--- src/design/cbx_pkg.sv ---
// Shared constants, encodings and carrier types of the conditional branch execution slice.
// Assumes a core that feeds instruction bytes in order and owns flags, bit space and program counter.
package cbx_pkg;

  // ****************************************************************
  // Widths
  // ****************************************************************
  localparam int unsigned PC_W    = 24;
  localparam int unsigned LOW_W   = 16;
  localparam int unsigned BYTE_W  = 8;
  localparam int unsigned SIZE_W  = 3;
  localparam int unsigned RADDR_W = 4;
  localparam int unsigned RDATA_W = 16;

  // ****************************************************************
  // Opcodes
  // ****************************************************************
  localparam logic [7:0] OPC_ESCAPE   = 8'hA5;
  localparam logic [7:0] OPC_INC_DATA_POINTER = 8'hA3;
  localparam logic [7:0] OPC_JB_LEG   = 8'h20;
  localparam logic [7:0] OPC_JBC_LEG  = 8'h10;
  localparam logic [7:0] OPC_JNB_LEG  = 8'h30;
  localparam logic [7:0] OPC_JC       = 8'h40;
  localparam logic [7:0] OPC_IND_JMP  = 8'h73;
  localparam logic [7:0] OPC_BIT_EXT  = 8'hA9;
  localparam logic [7:0] OPC_JE       = 8'h68;
  localparam logic [7:0] OPC_JG       = 8'h38;
  localparam logic [7:0] OPC_JLE      = 8'h28;

  // Sub-opcode nibble of the extended bit form, byte layout 0yyy in the high nibble.
  localparam logic [3:0] SUB_JB       = 4'h2;
  localparam logic [3:0] SUB_JBC      = 4'h1;
  localparam logic [3:0] SUB_JNB      = 4'h3;
  localparam int unsigned SUB_HI      = 7;
  localparam int unsigned SUB_LO      = 4;
  localparam int unsigned SUB_RSV     = 3;
  localparam int unsigned POS_HI      = 2;

  // Operand byte counts after the opcode.
  localparam logic [1:0] NOPS_NONE    = 2'h0;
  localparam logic [1:0] NOPS_REL     = 2'h1;
  localparam logic [1:0] NOPS_LEG_BIT = 2'h2;
  localparam logic [1:0] NOPS_EXT_BIT = 2'h3;

  // ****************************************************************
  // Software register map
  // ****************************************************************
  localparam logic [3:0] REG_CTRL     = 4'h0;
  localparam logic [3:0] REG_STATUS   = 4'h1;
  localparam logic [3:0] REG_TARGET   = 4'h2;
  localparam int unsigned CTRL_SRC    = 0;
  localparam int unsigned ST_TAKEN    = 0;
  localparam int unsigned ST_UNHANDLED = 1;
  localparam int unsigned ST_BUSY     = 2;

  // ****************************************************************
  // Types
  // ****************************************************************
  typedef enum logic [3:0] {
    OP_INC_DATA_POINTER = 4'h0,
    OP_JB       = 4'h1,
    OP_JBC      = 4'h2,
    OP_JNB      = 4'h3,
    OP_JC       = 4'h4,
    OP_JE       = 4'h5,
    OP_JG       = 4'h6,
    OP_JLE      = 4'h7,
    OP_IND_JMP  = 4'h8,
    OP_EXT_BIT  = 4'h9
  } cbx_op_e;

  typedef enum logic [2:0] {
    ST_FETCH  = 3'b000,
    ST_PREFIX = 3'b001,
    ST_OPER   = 3'b010,
    ST_BITRD  = 3'b011,
    ST_BITCHK = 3'b100,
    ST_CALC   = 3'b101,
    ST_DONE   = 3'b110
  } cbx_state_e;

  typedef struct packed {
    logic       hit;
    cbx_op_e    kind;
    logic [1:0] nops;
  } cbx_dec_s;

  typedef struct packed {
    logic              carry_flag;
    logic              zero_flag;
    logic [BYTE_W-1:0] accumulator;
    logic [LOW_W-1:0]  data_pointer;
  } cbx_core_s;

  typedef struct packed {
    logic              legacy;
    logic              from_latch;
    logic [BYTE_W-1:0] addr;
    logic [2:0]        pos;
  } cbx_bit_s;

endpackage

--- src/design/cbx_branch_exec.sv ---
// Conditional branch, indirect jump and pointer increment execution slice of the core.
// Assumes the core offers instruction bytes in order with the address of the first byte on pc_in,
// answers a bit read one cycle after bit_rd_q, and applies pc_load_q, data_pointer_wr_q and bit_wr_q.
//
// Notes on behaviour
// - The pointer increment adds one to the 16-bit data pointer, wrapping modulo 65536.
// - The pointer increment never carries into the pointer extension word.
// - The legacy jump-if-bit-set moves past its 3 bytes and adds the displacement when the bit is one.
// - Bit-testing branches other than jump-bit-set-and-clear leave the bit alone; all take the displacement from the last byte.
// - A relative target is the next instruction address plus the signed displacement.
// - Jump-bit-set-and-clear clears and branches on a one, and neither writes nor branches on a zero.
// - Jump-bit-set-and-clear reads a port bit from its output latch, not the pin.
// - The carry jump moves past 2 bytes and branches only when the carry flag is one.
// - The equal jump branches only when the zero flag is one.
// - The unsigned greater jump branches only when zero and carry are both clear.
// - The unsigned less-or-equal jump branches when zero or carry is set.
// - The indirect jump loads accumulator plus data pointer into the low 16 PC bits.
// - Jump-if-bit-clear branches only on a zero bit, the legacy form moving past 3 bytes.
// - Extended bit branches and the equal, greater and less-or-equal jumps need the A5 escape in binary mode and none in source mode.
// - Legacy forms decode without escape in both modes.
//
// The strobed register port and the placing of the registers are this design's own decisions.
`timescale 1ns/1ns
module cbx_branch_exec
  import cbx_pkg::*;
(
  // Clock and reset
  input  wire logic               mclk,
  input  wire logic               reset,
  // Instruction byte stream
  input  wire logic               ins_valid,
  input  wire logic [BYTE_W-1:0]  ins_byte,
  input  wire logic [PC_W-1:0]    pc_in,
  output logic                    ins_ready_q,
  // Core state
  input  wire cbx_core_s          core_in,
  // Bit space
  output logic                    bit_rd_q,
  output logic                    bit_wr_q,
  output cbx_bit_s                bit_req_q,
  input  wire logic               bit_rd_data,
  // Results
  output logic                    done_q,
  output logic                    unhandled_q,
  output logic                    pc_load_q,
  output logic      [PC_W-1:0]    pc_value_q,
  output logic                    data_pointer_wr_q,
  output logic      [LOW_W-1:0]   data_pointer_value_q,
  // Register port
  input  wire logic [RADDR_W-1:0] reg_addr,
  input  wire logic [RDATA_W-1:0] reg_wdata,
  input  wire logic               reg_wr,
  input  wire logic               reg_rd,
  output logic      [RDATA_W-1:0] reg_rdata_q
);

  cbx_state_e        state_q;
  cbx_state_e        state_d;
  cbx_op_e           kind_q;
  cbx_dec_s          dec;
  logic              take;
  logic              pfx_q;
  logic              src_mode_q;
  logic [1:0]        nops_q;
  logic [1:0]        idx_q;
  logic [SIZE_W-1:0] size_q;
  logic [PC_W-1:0]   pc_base_q;
  logic [BYTE_W-1:0] op0_q;
  logic [BYTE_W-1:0] op1_q;
  logic [BYTE_W-1:0] rel_q;
  logic              taken_q;
  logic              last_taken_q;
  logic              unhandled_seen_q;
  logic [LOW_W-1:0]  target_low_q;
  logic              last_op;
  logic              bad_sub;
  logic              bit_kind;
  logic              flag_cond;
  logic              bit_cond;
  logic              set_unhandled;
  logic [PC_W-1:0]   seq_pc_q;
  logic [PC_W-1:0]   rel_pc_q;

  // ****************************************************************
  // Decoding
  // ****************************************************************
  function automatic cbx_dec_s decode(input logic [7:0] b, input logic prefixed, input logic src_mode);
    cbx_dec_s d;
    logic     ext_ok;
    d      = '{hit: 1'b0, kind: OP_INC_DATA_POINTER, nops: NOPS_NONE};
    ext_ok = prefixed ^ src_mode;
    case (b)
      OPC_INC_DATA_POINTER: d = '{hit: !prefixed, kind: OP_INC_DATA_POINTER, nops: NOPS_NONE};
      OPC_JB_LEG:   d = '{hit: !prefixed, kind: OP_JB,       nops: NOPS_LEG_BIT};
      OPC_JBC_LEG:  d = '{hit: !prefixed, kind: OP_JBC,      nops: NOPS_LEG_BIT};
      OPC_JNB_LEG:  d = '{hit: !prefixed, kind: OP_JNB,      nops: NOPS_LEG_BIT};
      OPC_JC:       d = '{hit: !prefixed, kind: OP_JC,       nops: NOPS_REL};
      OPC_IND_JMP:  d = '{hit: !prefixed, kind: OP_IND_JMP,  nops: NOPS_NONE};
      OPC_BIT_EXT:  d = '{hit: ext_ok,    kind: OP_EXT_BIT,  nops: NOPS_EXT_BIT};
      OPC_JE:       d = '{hit: ext_ok,    kind: OP_JE,       nops: NOPS_REL};
      OPC_JG:       d = '{hit: ext_ok,    kind: OP_JG,       nops: NOPS_REL};
      OPC_JLE:      d = '{hit: ext_ok,    kind: OP_JLE,      nops: NOPS_REL};
      default:      d = '{hit: 1'b0,      kind: OP_INC_DATA_POINTER, nops: NOPS_NONE};
    endcase
    return d;
  endfunction

  function automatic cbx_op_e sub_kind(input logic [3:0] nib);
    cbx_op_e k;
    case (nib)
      SUB_JBC: k = OP_JBC;
      SUB_JNB: k = OP_JNB;
      default: k = OP_JB;
    endcase
    return k;
  endfunction

  always_comb begin
    take     = ins_valid && ins_ready_q;
    dec      = decode(ins_byte, pfx_q, src_mode_q);
    last_op  = (idx_q == nops_q - 2'h1);
    bad_sub  = (kind_q == OP_EXT_BIT) && (idx_q == 2'h0) &&
               (ins_byte[SUB_RSV] ||
                !(ins_byte[SUB_HI:SUB_LO] inside {SUB_JB, SUB_JBC, SUB_JNB}));
    bit_kind = kind_q inside {OP_JB, OP_JBC, OP_JNB};
  end

  // ****************************************************************
  // Sequencing
  // ****************************************************************
  always_comb begin
    state_d       = state_q;
    set_unhandled = 1'b0;
    case (state_q)
      ST_FETCH, ST_PREFIX: begin
        if (take) begin
          if (state_q == ST_FETCH && ins_byte == OPC_ESCAPE) begin
            state_d = ST_PREFIX;
          end else if (!dec.hit) begin
            state_d       = ST_FETCH;
            set_unhandled = 1'b1;
          end else if (dec.nops == NOPS_NONE) begin
            state_d = ST_CALC;
          end else begin
            state_d = ST_OPER;
          end
        end
      end
      ST_OPER: begin
        if (take) begin
          if (bad_sub) begin
            state_d       = ST_FETCH;
            set_unhandled = 1'b1;
          end else if (last_op) begin
            state_d = bit_kind ? ST_BITRD : ST_CALC;
          end
        end
      end
      ST_BITRD:  state_d = ST_BITCHK;
      ST_BITCHK: state_d = ST_CALC;
      ST_CALC:   state_d = ST_DONE;
      ST_DONE:   state_d = ST_FETCH;
      default:   state_d = ST_FETCH;
    endcase
  end

  always_ff @(posedge mclk) begin
    if (reset) begin
      state_q     <= ST_FETCH;
      ins_ready_q <= 1'b0;
    end else begin
      state_q     <= state_d;
      ins_ready_q <= state_d inside {ST_FETCH, ST_PREFIX, ST_OPER};
    end
  end

  // ****************************************************************
  // Instruction capture
  // ****************************************************************
  always_ff @(posedge mclk) begin
    if (reset) begin
      pfx_q     <= 1'b0;
      kind_q    <= OP_INC_DATA_POINTER;
      nops_q    <= NOPS_NONE;
      idx_q     <= 2'h0;
      size_q    <= '0;
      pc_base_q <= '0;
      op0_q     <= '0;
      op1_q     <= '0;
      rel_q     <= '0;
    end else if (take) begin
      size_q <= size_q + SIZE_W'(1);
      case (state_q)
        ST_FETCH: begin
          pc_base_q <= pc_in;
          size_q    <= SIZE_W'(1);
          pfx_q     <= (ins_byte == OPC_ESCAPE);
          kind_q    <= dec.kind;
          nops_q    <= dec.nops;
          idx_q     <= 2'h0;
        end
        ST_PREFIX: begin
          pfx_q  <= 1'b0;
          kind_q <= dec.kind;
          nops_q <= dec.nops;
          idx_q  <= 2'h0;
        end
        ST_OPER: begin
          idx_q <= idx_q + 2'h1;
          if (last_op) begin
            rel_q <= ins_byte;
          end else if (idx_q == 2'h0) begin
            op0_q <= ins_byte;
            if (kind_q == OP_EXT_BIT) begin
              kind_q <= sub_kind(ins_byte[SUB_HI:SUB_LO]);
            end
          end else begin
            op1_q <= ins_byte;
          end
        end
        default: begin
          idx_q <= idx_q;
        end
      endcase
    end
  end

  // ****************************************************************
  // Bit space access
  // ****************************************************************
  always_ff @(posedge mclk) begin
    if (reset) begin
      bit_rd_q  <= 1'b0;
      bit_wr_q  <= 1'b0;
      bit_req_q <= '0;
    end else begin
      bit_rd_q <= (state_d == ST_BITRD);
      // A set bit is cleared only for the clearing form; a zero bit is never rewritten.
      bit_wr_q <= (state_q == ST_BITCHK) && (kind_q == OP_JBC) && bit_rd_data;
      if (state_d == ST_BITRD) begin
        bit_req_q.legacy     <= (nops_q == NOPS_LEG_BIT);
        bit_req_q.from_latch <= (kind_q == OP_JBC);
        bit_req_q.addr       <= (nops_q == NOPS_LEG_BIT) ? op0_q : op1_q;
        bit_req_q.pos        <= (nops_q == NOPS_LEG_BIT) ? 3'h0 : op0_q[POS_HI:0];
      end
    end
  end

  // ****************************************************************
  // Branch conditions
  // ****************************************************************
  always_comb begin
    case (kind_q)
      OP_JC:   flag_cond = core_in.carry_flag;
      OP_JE:   flag_cond = core_in.zero_flag;
      OP_JG:   flag_cond = !core_in.zero_flag && !core_in.carry_flag;
      OP_JLE:  flag_cond = core_in.zero_flag || core_in.carry_flag;
      default: flag_cond = 1'b0;
    endcase
    bit_cond = (kind_q == OP_JNB) ? !bit_rd_data : bit_rd_data;
  end

  always_ff @(posedge mclk) begin
    if (reset) begin
      taken_q <= 1'b0;
    end else if (state_q == ST_BITCHK) begin
      taken_q <= bit_cond;
    end else if (state_q == ST_CALC && !bit_kind) begin
      taken_q <= flag_cond;
    end
  end

  cbx_target_calc u_target_calc (
    .mclk     (mclk),
    .reset    (reset),
    .calc_go  (state_q == ST_CALC),
    .pc_base  (pc_base_q),
    .size     (size_q),
    .rel      (rel_q),
    .seq_pc_q (seq_pc_q),
    .rel_pc_q (rel_pc_q)
  );

  // ****************************************************************
  // Results
  // ****************************************************************
  always_ff @(posedge mclk) begin
    if (reset) begin
      done_q       <= 1'b0;
      pc_load_q    <= 1'b0;
      pc_value_q   <= '0;
      data_pointer_wr_q    <= 1'b0;
      data_pointer_value_q <= '0;
    end else begin
      done_q    <= (state_q == ST_DONE);
      pc_load_q <= (state_q == ST_DONE);
      data_pointer_wr_q <= (state_q == ST_DONE) && (kind_q == OP_INC_DATA_POINTER);
      if (state_q == ST_DONE) begin
        if (kind_q == OP_IND_JMP) begin
          pc_value_q <= {pc_base_q[PC_W-1:LOW_W],
                         core_in.data_pointer + LOW_W'(core_in.accumulator)};
        end else if (kind_q == OP_INC_DATA_POINTER) begin
          pc_value_q <= seq_pc_q;
        end else begin
          pc_value_q <= taken_q ? rel_pc_q : seq_pc_q;
        end
        // Only the low 16 bits are produced, so no carry can reach the extension word.
        data_pointer_value_q <= core_in.data_pointer + LOW_W'(1);
      end
    end
  end

  always_ff @(posedge mclk) begin
    if (reset) begin
      unhandled_q <= 1'b0;
    end else begin
      unhandled_q <= set_unhandled;
    end
  end

  // ****************************************************************
  // Register port
  // ****************************************************************
  always_ff @(posedge mclk) begin
    if (reset) begin
      src_mode_q <= 1'b0;
    end else if (reg_wr && reg_addr == REG_CTRL) begin
      src_mode_q <= reg_wdata[CTRL_SRC];
    end
  end

  // The sticky unhandled flag clears on a written one, but a new event in the same cycle wins.
  always_ff @(posedge mclk) begin
    if (reset) begin
      unhandled_seen_q <= 1'b0;
    end else if (set_unhandled) begin
      unhandled_seen_q <= 1'b1;
    end else if (reg_wr && reg_addr == REG_STATUS && reg_wdata[ST_UNHANDLED]) begin
      unhandled_seen_q <= 1'b0;
    end
  end

  always_ff @(posedge mclk) begin
    if (reset) begin
      last_taken_q <= 1'b0;
      target_low_q <= '0;
    end else if (state_q == ST_DONE) begin
      last_taken_q <= taken_q && !(kind_q inside {OP_INC_DATA_POINTER, OP_IND_JMP});
      target_low_q <= rel_pc_q[LOW_W-1:0];
    end
  end

  always_ff @(posedge mclk) begin
    if (reset) begin
      reg_rdata_q <= '0;
    end else if (reg_rd) begin
      reg_rdata_q <= '0;
      case (reg_addr)
        REG_CTRL: begin
          reg_rdata_q[CTRL_SRC] <= src_mode_q;
        end
        REG_STATUS: begin
          reg_rdata_q[ST_TAKEN]     <= last_taken_q;
          reg_rdata_q[ST_UNHANDLED] <= unhandled_seen_q;
          reg_rdata_q[ST_BUSY]      <= (state_q != ST_FETCH);
        end
        REG_TARGET: begin
          reg_rdata_q <= target_low_q;
        end
        default: begin
          reg_rdata_q <= '0;
        end
      endcase
    end else begin
      reg_rdata_q <= '0;
    end
  end

endmodule

--- src/design/cbx_target_calc.sv ---
// Registered relative target arithmetic for the branch execution slice.
// Assumes its inputs stand steady in the cycle of calc_go; results stand from the next edge.
`timescale 1ns/1ns
module cbx_target_calc
  import cbx_pkg::*;
(
  // Clock and reset
  input  wire logic              mclk,
  input  wire logic              reset,
  // Operands
  input  wire logic              calc_go,
  input  wire logic [PC_W-1:0]   pc_base,
  input  wire logic [SIZE_W-1:0] size,
  input  wire logic [BYTE_W-1:0] rel,
  // Results
  output logic      [PC_W-1:0]   seq_pc_q,
  output logic      [PC_W-1:0]   rel_pc_q
);

  logic [PC_W-1:0] seq_pc;

  // ****************************************************************
  // Arithmetic
  // ****************************************************************
  always_comb begin
    seq_pc = pc_base + PC_W'(size);
  end

  always_ff @(posedge mclk) begin
    if (reset) begin
      seq_pc_q <= '0;
      rel_pc_q <= '0;
    end else if (calc_go) begin
      seq_pc_q <= seq_pc;
      rel_pc_q <= seq_pc + {{(PC_W-BYTE_W){rel[BYTE_W-1]}}, rel};
    end
  end

endmodule

--- config.mk ---
export PLATFORM = sky130hd
export DESIGN_NAME = cbx_branch_exec
export DESIGN_NICKNAME = d
export VERILOG_FILES = /design/src/design/cbx_pkg.sv /design/src/design/cbx_branch_exec.sv /design/src/design/cbx_target_calc.sv
export SDC_FILE = /design/constraint.sdc
export NUM_CORES = 1
export LEC_CHECK = 0
export ABC_AREA = 1
export BUFFER_PORTS_ARGS = -buffer_cell sky130_fd_sc_hd__buf_2
export CORE_UTILIZATION = 60
export DETAILED_ROUTE_END_ITERATION = 7
export PLACE_DENSITY = 0.93
export SYNTH_ARGS = -nofsm -noshare
export SYNTH_HDL_FRONTEND = slang
export SYNTH_SLANG_ARGS = --single-unit
--- constraint.sdc ---
create_clock -name mclk -period 9.1 [get_ports mclk]
set_input_delay 1.82 -clock mclk [delete_from_list [all_inputs] [get_ports mclk]]
set_output_delay 1.82 -clock mclk [all_outputs]
set_load 0.02 [all_outputs]
==> results of run 1 <==
## logic make-up after synthesis
| group | Yosys count | share of synthesized area [%] |
|---|---|---|
| compound gates | 450 | 22.5 |
| xor+xnor | 51 | 4.05 |
| fa+ha+maj | 41 | 4.86 |
| buf+inv | 310 | 10.9 |
| flops | 206 | 37.4 |
| simple gates | 497 | 20.3 |
## cell type report
type                    count  area [µm²]  share of cell area [%]
clock buffers              27         609                    4.84
inverters                 245         920                    7.30
repair buffers            152         778                    6.18
multi-input cells        1039        5720                    45.4
clock inverters             9         166                    1.32
flip-flops and latches    206        4120                    32.7
well taps                 229         287                    2.27
## power by group through the flow
stage                     Sequential, mW  Combinational [mW]  Clock (mW)
after global placement             0.945               0.153           0
after CTS                          0.926               0.159       0.965
after global routing               0.927               0.179        1.00
after detailed placement           0.946               0.157           0
final                              0.926               0.164       0.957
after floorplan                    0.943               0.106           0
## sequential cells by signal, summed over array words and instances (netlist names), 2 cells and up
signal and count:
bit_req_q 13, data_pointer_value_q 16, idx_q 2, kind_q 4
nops_q 2, op0_q 8, op1_q 8, pc_base_q 24
pc_value_q 24, reg_rdata_q 16, rel_q 8, size_q 3
state_q 3, target_low_q 16, u_target_calc.rel_pc_q 24, u_target_calc.seq_pc_q 24
## synthesized netlist by cell type (all sizes together), types with 12 or more instances
library cell	n
nor3	27
buf	17
o21ai	185
inv	244
a31oi	12
nand3	75
a21oi	184
ha	38
nand2	207
dfxtp	206
clkbuf	48
nand4	22
nor2	154
o211ai	25
xor2	41
## worst max-delay path, cell delays in order, from the launching register on
cell and delay [ns]:
dfxtp_1 0.37, ha_1 0.20, fa_1 0.20, nand2_1 0.09, nand2_1 0.12, nand4_1 0.17
nor2_1 0.20, inv_1 0.05, nor2_1 0.26, xor2_1 0.40, ha_1 0.38, a21oi_1 0.24
o21ai_0 0.15, a21oi_1 0.15, nand3_1 0.18, a21oi_1 0.27, nor2_1 0.08, o21bai_1 0.15
inv_1 0.05
## through the flow
step,worst slack (ns),cells
4_1_cts,5.36,1907
3_3_place_gp,4.91,1871
5_1_grt,4.99,1907
6_report,5.27,1907
2_1_floorplan,5.59,1555
3_5_place_dp,4.83,1871
## worst max path at each step
| stage | slack [ns] | endpoint | from | cells past startpoint |
|---|---|---|---|---|
| after CTS | 5.36 | pc_base_q[23]$_SDFFE_PP0P_ | ins_valid | 8 |
| after global placement | 4.91 | pc_base_q[16]$_SDFFE_PP0P_ | ins_valid | 8 |
| after floorplan | 5.59 | pc_value_q[14]$_SDFFE_PP0P_ | core_in[0] | 10 |
| after detailed placement | 4.83 | pc_base_q[23]$_SDFFE_PP0P_ | ins_valid | 8 |
| after global routing | 4.99 | u_target_calc.rel_pc_q[23]$_SDFFE_PP0P_ | size_q[0]$_SDFFE_PP0P_ | 18 |
| final | 5.27 | u_target_calc.rel_pc_q[23]$_SDFFE_PP0P_ | size_q[0]$_SDFFE_PP0P_ | 18 |
## layer usage
metal  global-route usage, %  up-vias  wire [µm]
met5                       0        -          0
met4                    13.9        0       1080
met3                    4.30       80       2390
met2                    51.1      495      13400
met1                    40.4     4958      12800
li1                        -     5354          -
==> results.json, run 1 <==
{
  "ant_nets": 0,
  "path_class": "flip-flop to flip-flop",
  "power_switching_mw": 0.492,
  "overflow": 0,
  "fin_crit_ns": 3.83,
  "postSynthAreaPerCell_um2": 7.09,
  "min_delay_path_depth": 2,
  "outcome": "finished clean",
  "maxCapViolCount": 0,
  "synth_area_leader_cell": "dfxtp_1",
  "viasPerCell": 5.71,
  "yosys_most_used_dff": "dfxtp_1",
  "hold_path_class": "flip-flop to flip-flop",
  "drt_wl_total_um": 29800,
  "r2r_slack_ns": 5.27,
  "p_int_mw": 1.56,
  "p_comb_share_pct": 8.0,
  "setup_viol": 0,
  "finalHoldViolCount": 0,
  "clkPwrFrac_pct": 46.8,
  "power.density_nw_per_um2": 162,
  "cts_tree": "yes",
  "peakVddDrop_v": 0.000150,
  "cp-end-kind": "flip-flop",
  "period_share_pct": 42.1,
  "syn2layout_area_growth_pct": 14.3,
  "coreArea_um2": 18000,
  "dr.pass1.iters": 6,
  "hold_buffers": 0,
  "first_global_vias": 9820,
  "synth_edf_count": 0,
  "slew_viol_final": 0,
  "hold_start": "target_low_q[9]$_SDFFE_PP0P_",
  "cp_max_fo": 5,
  "synthTopCellsByArea": "dfxtp_1 37%, o21ai_0 8.3%, a21oi_1 8.0%, inv_1 7.9%, nand2_1 6.3%",
  "syn_nets": 1680,
  "via_count": 10900,
  "fp-row-count": 49,
  "worst_slew_pin_slew_ns": 1.16,
  "io_buffers": 145,
  "track_usage_pct": 31.1,
  "syn_inst": 1555,
  "whs_ns": 0.427,
  "p_sw_share_pct": 24.0,
  "wl_per_cell_um": 15.6,
  "hold_end": "reg_rdata_q[9]$_SDFF_PP0_",
  "clock_sinks": 206,
  "htree_levels": 1,
  "io_pins": 160,
  "reg2reg_depth": 18,
  "diodes": 0,
  "final_common_cell": "inv_1",
  "grt_pass1_wl_um": 46700,
  "setup-tns-final_ns": 0,
  "place_congestion": 0.934,
  "die_w_um": 138,
  "p_leak_nw": 6.04,
  "die_h_um": 138,
  "clock-root-buffer": "clkbuf_16",
  "drtIter0Drc": 1014,
  "grt_max_degree": 117,
  "drive_gt1_share_pct": 14.8,
  "fmax_mhz": 261,
  "nFillCells": 1422,
  "synth_top_area_share_pct": 37.4,
  "start_util_pct": 61.4,
  "fin_util_pct": 70.1,
  "synth_seq_cells": 206,
  "ys_warn_count": 0,
  "path_clk_slew_ns": 0.06,
  "synth_area_um2": 11000,
  "placed_cell_area_um2": 11800,
  "final_nets": 1791,
  "die_area_um2": 18900,
  "dp_hpwl_um": 20900,
  "p_total_mw": 2.05,
  "reg2reg_to": "u_target_calc.rel_pc_q[23]$_SDFFE_PP0P_",
  "rsz0062_at_grt": "false",
  "async_flop_share_pct": 0,
  "clk_latency_ns": 0.52,
  "fin_skew_ns": 0.0162,
  "cts_inserted_buffers": 22,
  "slew_headroom_pct": 22.6,
  "grt_antenna_before_repair": 0,
  "stdcell_area_um2": 12600,
  "startpoint_type": "flip-flop",
  "cts.path.max_buffers": 3,
  "ys_seq_area_share_pct": 37.4,
  "crit_arrival_ns": 4.25,
  "cts_resized": 0,
  "final_cell_mix": "232 x inv_1, 206 x dfxtp_1, 186 x nand2_1",
  "r2r-start": "size_q[0]$_SDFFE_PP0P_",
  "yosysUniqueCellTypes": 57,
  "seqPwrFrac_pct": 45.3,
  "crit_required_ns": 9.51,
  "post_cts_buffers": 0,
  "drc_errors": 0
}
No activity file was read; power rests on OpenSTA's default activity.
==> run 2, diff against run 1 <==
--- a/config.mk
+++ b/config.mk
@@ -5,11 +5,11 @@
 export SDC_FILE = /design/constraint.sdc
 export NUM_CORES = 1
 export LEC_CHECK = 0
-export ABC_AREA = 1
+export ABC_AREA = 0
 export BUFFER_PORTS_ARGS = -buffer_cell sky130_fd_sc_hd__buf_2
-export CORE_UTILIZATION = 60
+export CORE_UTILIZATION = 57
 export DETAILED_ROUTE_END_ITERATION = 7
-export PLACE_DENSITY = 0.93
+export PLACE_DENSITY = 0.9
 export SYNTH_ARGS = -nofsm -noshare
 export SYNTH_HDL_FRONTEND = slang
 export SYNTH_SLANG_ARGS = --single-unit
==> constraint.sdc (replaced) <==
create_clock -name mclk -period 3.7 [get_ports mclk]
set_input_delay 0.74 -clock mclk [delete_from_list [all_inputs] [get_ports mclk]]
set_output_delay 0.74 -clock mclk [all_outputs]
set_load 0.02 [all_outputs]
==> results.json, run 2 <==
{
  "nFillCells": 1278,
  "async_flop_share_pct": 0,
  "overflow": 0,
  "setup_viol": 3,
  "rsz0062_at_grt": "true",
  "startpoint_type": "flip-flop",
  "die_area_um2": 18900,
  "drt_wl_total_um": 29200,
  "diodes": 0,
  "yosys_most_used_dff": "dfxtp_1",
  "slew_viol_final": 0,
  "setup-tns-final_ns": -0.131,
  "maxCapViolCount": 0,
  "clk_latency_ns": 0.52,
  "grt_max_degree": 110,
  "final_cell_mix": "202 x dfxtp_1, 183 x nand2_1, 176 x nor2_1",
  "path_clk_slew_ns": 0.06,
  "ys_seq_area_share_pct": 39.4,
  "path_class": "flip-flop to flip-flop",
  "pre_cts_ws_ns": -0.262,
  "clock_sinks": 206,
  "synth_area_um2": 10500,
  "io_buffers": 145,
  "postSynthAreaPerCell_um2": 8.16,
  "yosysMostFrequentCell": "dfxtp_1",
  "coreArea_um2": 18000,
  "syn_inst": 1282,
  "die_w_um": 137,
  "ant_nets": 0,
  "die_h_um": 137,
  "viasPerCell": 5.94,
  "synth_area_leader_cell": "dfxtp_1",
  "p_leak_nw": 5.43,
  "hold_path_class": "flip-flop to flip-flop",
  "clock-root-buffer": "clkbuf_16",
  "crit_required_ns": 4.11,
  "dr.pass1.iters": 5,
  "ys_warn_count": 0,
  "grt_antenna_before_repair": 1,
  "fp-row-count": 49,
  "cts.path.max_buffers": 3,
  "drtIter0Drc": 860,
  "track_usage_pct": 29.0,
  "finalHoldViolCount": 0,
  "cp_max_fo": 4,
  "cp-end-kind": "flip-flop",
  "crit_arrival_ns": 4.19,
  "layout_setup_ws_ns": -0.0818,
  "synthTopCellsByArea": "dfxtp_1 39%, nand2_1 6.6%, nor2_1 6.5%, a21oi_1 6.3%, mux2i_1 5.7%",
  "peakVddDrop_v": 0.000361,
  "fin_crit_ns": 3.78,
  "outcome": "finished, violations left",
  "drc_errors": 0,
  "place_congestion": 0.918,
  "fin_util_pct": 70.8,
  "synth_top_area_share_pct": 39.4,
  "syn2layout_area_growth_pct": 21.6,
  "hold_buffers": 0,
  "slew_headroom_pct": 30.9,
  "syn_nets": 1407,
  "htree_levels": 1,
  "final_common_cell": "dfxtp_1",
  "worst_slew_pin_slew_ns": 1.03,
  "final_nets": 1568,
  "first_global_vias": 9167,
  "drive_gt1_share_pct": 22.5,
  "via_count": 10000,
  "synth_edf_count": 0,
  "fin_skew_ns": 0.0250,
  "wl_per_cell_um": 17.3,
  "io_pins": 160,
  "ys_top_cells_by_count": "206 x dfxtp_1, 183 x nand2_1, 180 x nor2_1",
  "power.density_nw_per_um2": 397,
  "synth_seq_cells": 206,
  "cts_inserted_buffers": 23,
  "cts_tree": "yes",
  "period_share_pct": 102,
  "grt_pass1_wl_um": 44100,
  "start_util_pct": 58.2,
  "yosysUniqueCellTypes": 71,
  "fmax_mhz": 264,
  "dp_hpwl_um": 19100,
  "violations": "setup timing"
}
## run 2: changes by cell type in the layout (fill, tap and decap cells not counted), moves of 45 or more
cell	previous run	this run
o21ai_0	182	22
mux2i_1	0	60
nand3_1	72	27
a21oi_1	176	125
inv_1	232	20
buf_4	7	63
## run 2: stage by stage
step	cell area, µm²	hold WS, ns	instances	power (mW)
global route	12700	0.461	1689	5.20
finish	12700	0.449	1689	5.05
floorplan	10500	0.430	1282	2.52
CTS	12500	0.451	1683	5.04
global placement	11600	0.440	1640	2.65
detailed placement	11600	0.441	1640	2.66
## run 2: layout make-up
type | count | area, µm² | share of cell area, %
multi-input combinational | 982 | 6180 | 48.6
clock inverter | 15 | 191 | 1.51
inverter | 21 | 78.8 | 0.620
clock buffer | 27 | 621 | 4.88
sequential | 206 | 4130 | 32.5
tap | 229 | 287 | 2.25
timing repair buffer | 209 | 1220 | 9.64
## run 2: cells by family after synthesis
kind of cell / after synthesis / share of synthesized area (%)
AND/OR/NAND/NOR: 528 / 22.9
AO/OA/AOI/OAI: 282 / 17.1
adder cells (fa/ha/maj): 41 / 5.12
multiplexers: 62 / 5.96
flip-flops: 206 / 39.4
XOR/XNOR: 69 / 5.78
buffers and inverters: 94 / 3.76
## run 2: worst max-delay path, cell delays in order, from the launching register on
cell and delay (ns):
dfxtp_4 0.36, ha_4 0.23, a21o_1 0.17, a21oi_2 0.22, nor2_2 0.09, and3_1 0.23
xor2_2 0.31, ha_4 0.28, buf_4 0.13, buf_4 0.14, nand2_1 0.06, o21ai_0 0.13
a21oi_1 0.24, o21ai_1 0.15, a21o_1 0.21, a21oi_1 0.19, xnor2_1 0.17, nand2_1 0.12
a21oi_1 0.24
## run 2: path summary, 6_finish.rpt
| kind | startpoint | depth (start not counted) | slack [ns] | endpoint |
|---|---|---|---|---|
| worst max-delay path | size_q[1]$_SDFFE_PP0P_ | 18 | -0.08 | u_target_calc.rel_pc_q[13]$_SDFFE_PP0P_ |
| worst min-delay path | target_low_q[14]$_SDFFE_PP0P_ | 2 | 0.45 | target_low_q[14]$_SDFFE_PP0P_ |
| worst max register to register | size_q[1]$_SDFFE_PP0P_ | 18 | -0.08 | u_target_calc.rel_pc_q[13]$_SDFFE_PP0P_ |
| worst min register to register | target_low_q[14]$_SDFFE_PP0P_ | 2 | 0.45 | target_low_q[14]$_SDFFE_PP0P_ |
## run 2: layer usage
layer	vias to the layer above	part of all wire, %	GRT usage [%]	wire, µm
li1	4780	-	-	-
met5	-	0.031	0	9
met1	4654	41	37.7	11900
met3	94	8.7	5.19	2540
met4	2	3.6	12.1	1060
met2	511	47	47.1	13700
## run 2: what timing repair did
action | in CTS | in global routing
pin swaps | 6 | 14
endpoints found under the setup margin | 7 | 8
buffers inserted | 1 | 6
gates resized for setup | 10 | 44
cloned | 0 | 0
## run 2: report_power, final
part           switching [mW]  leakage (nW)  internal, mW
Sequential             0.0242          1.66          2.24
Combinational           0.230          3.37         0.152
Clock                   0.922         0.388          1.48
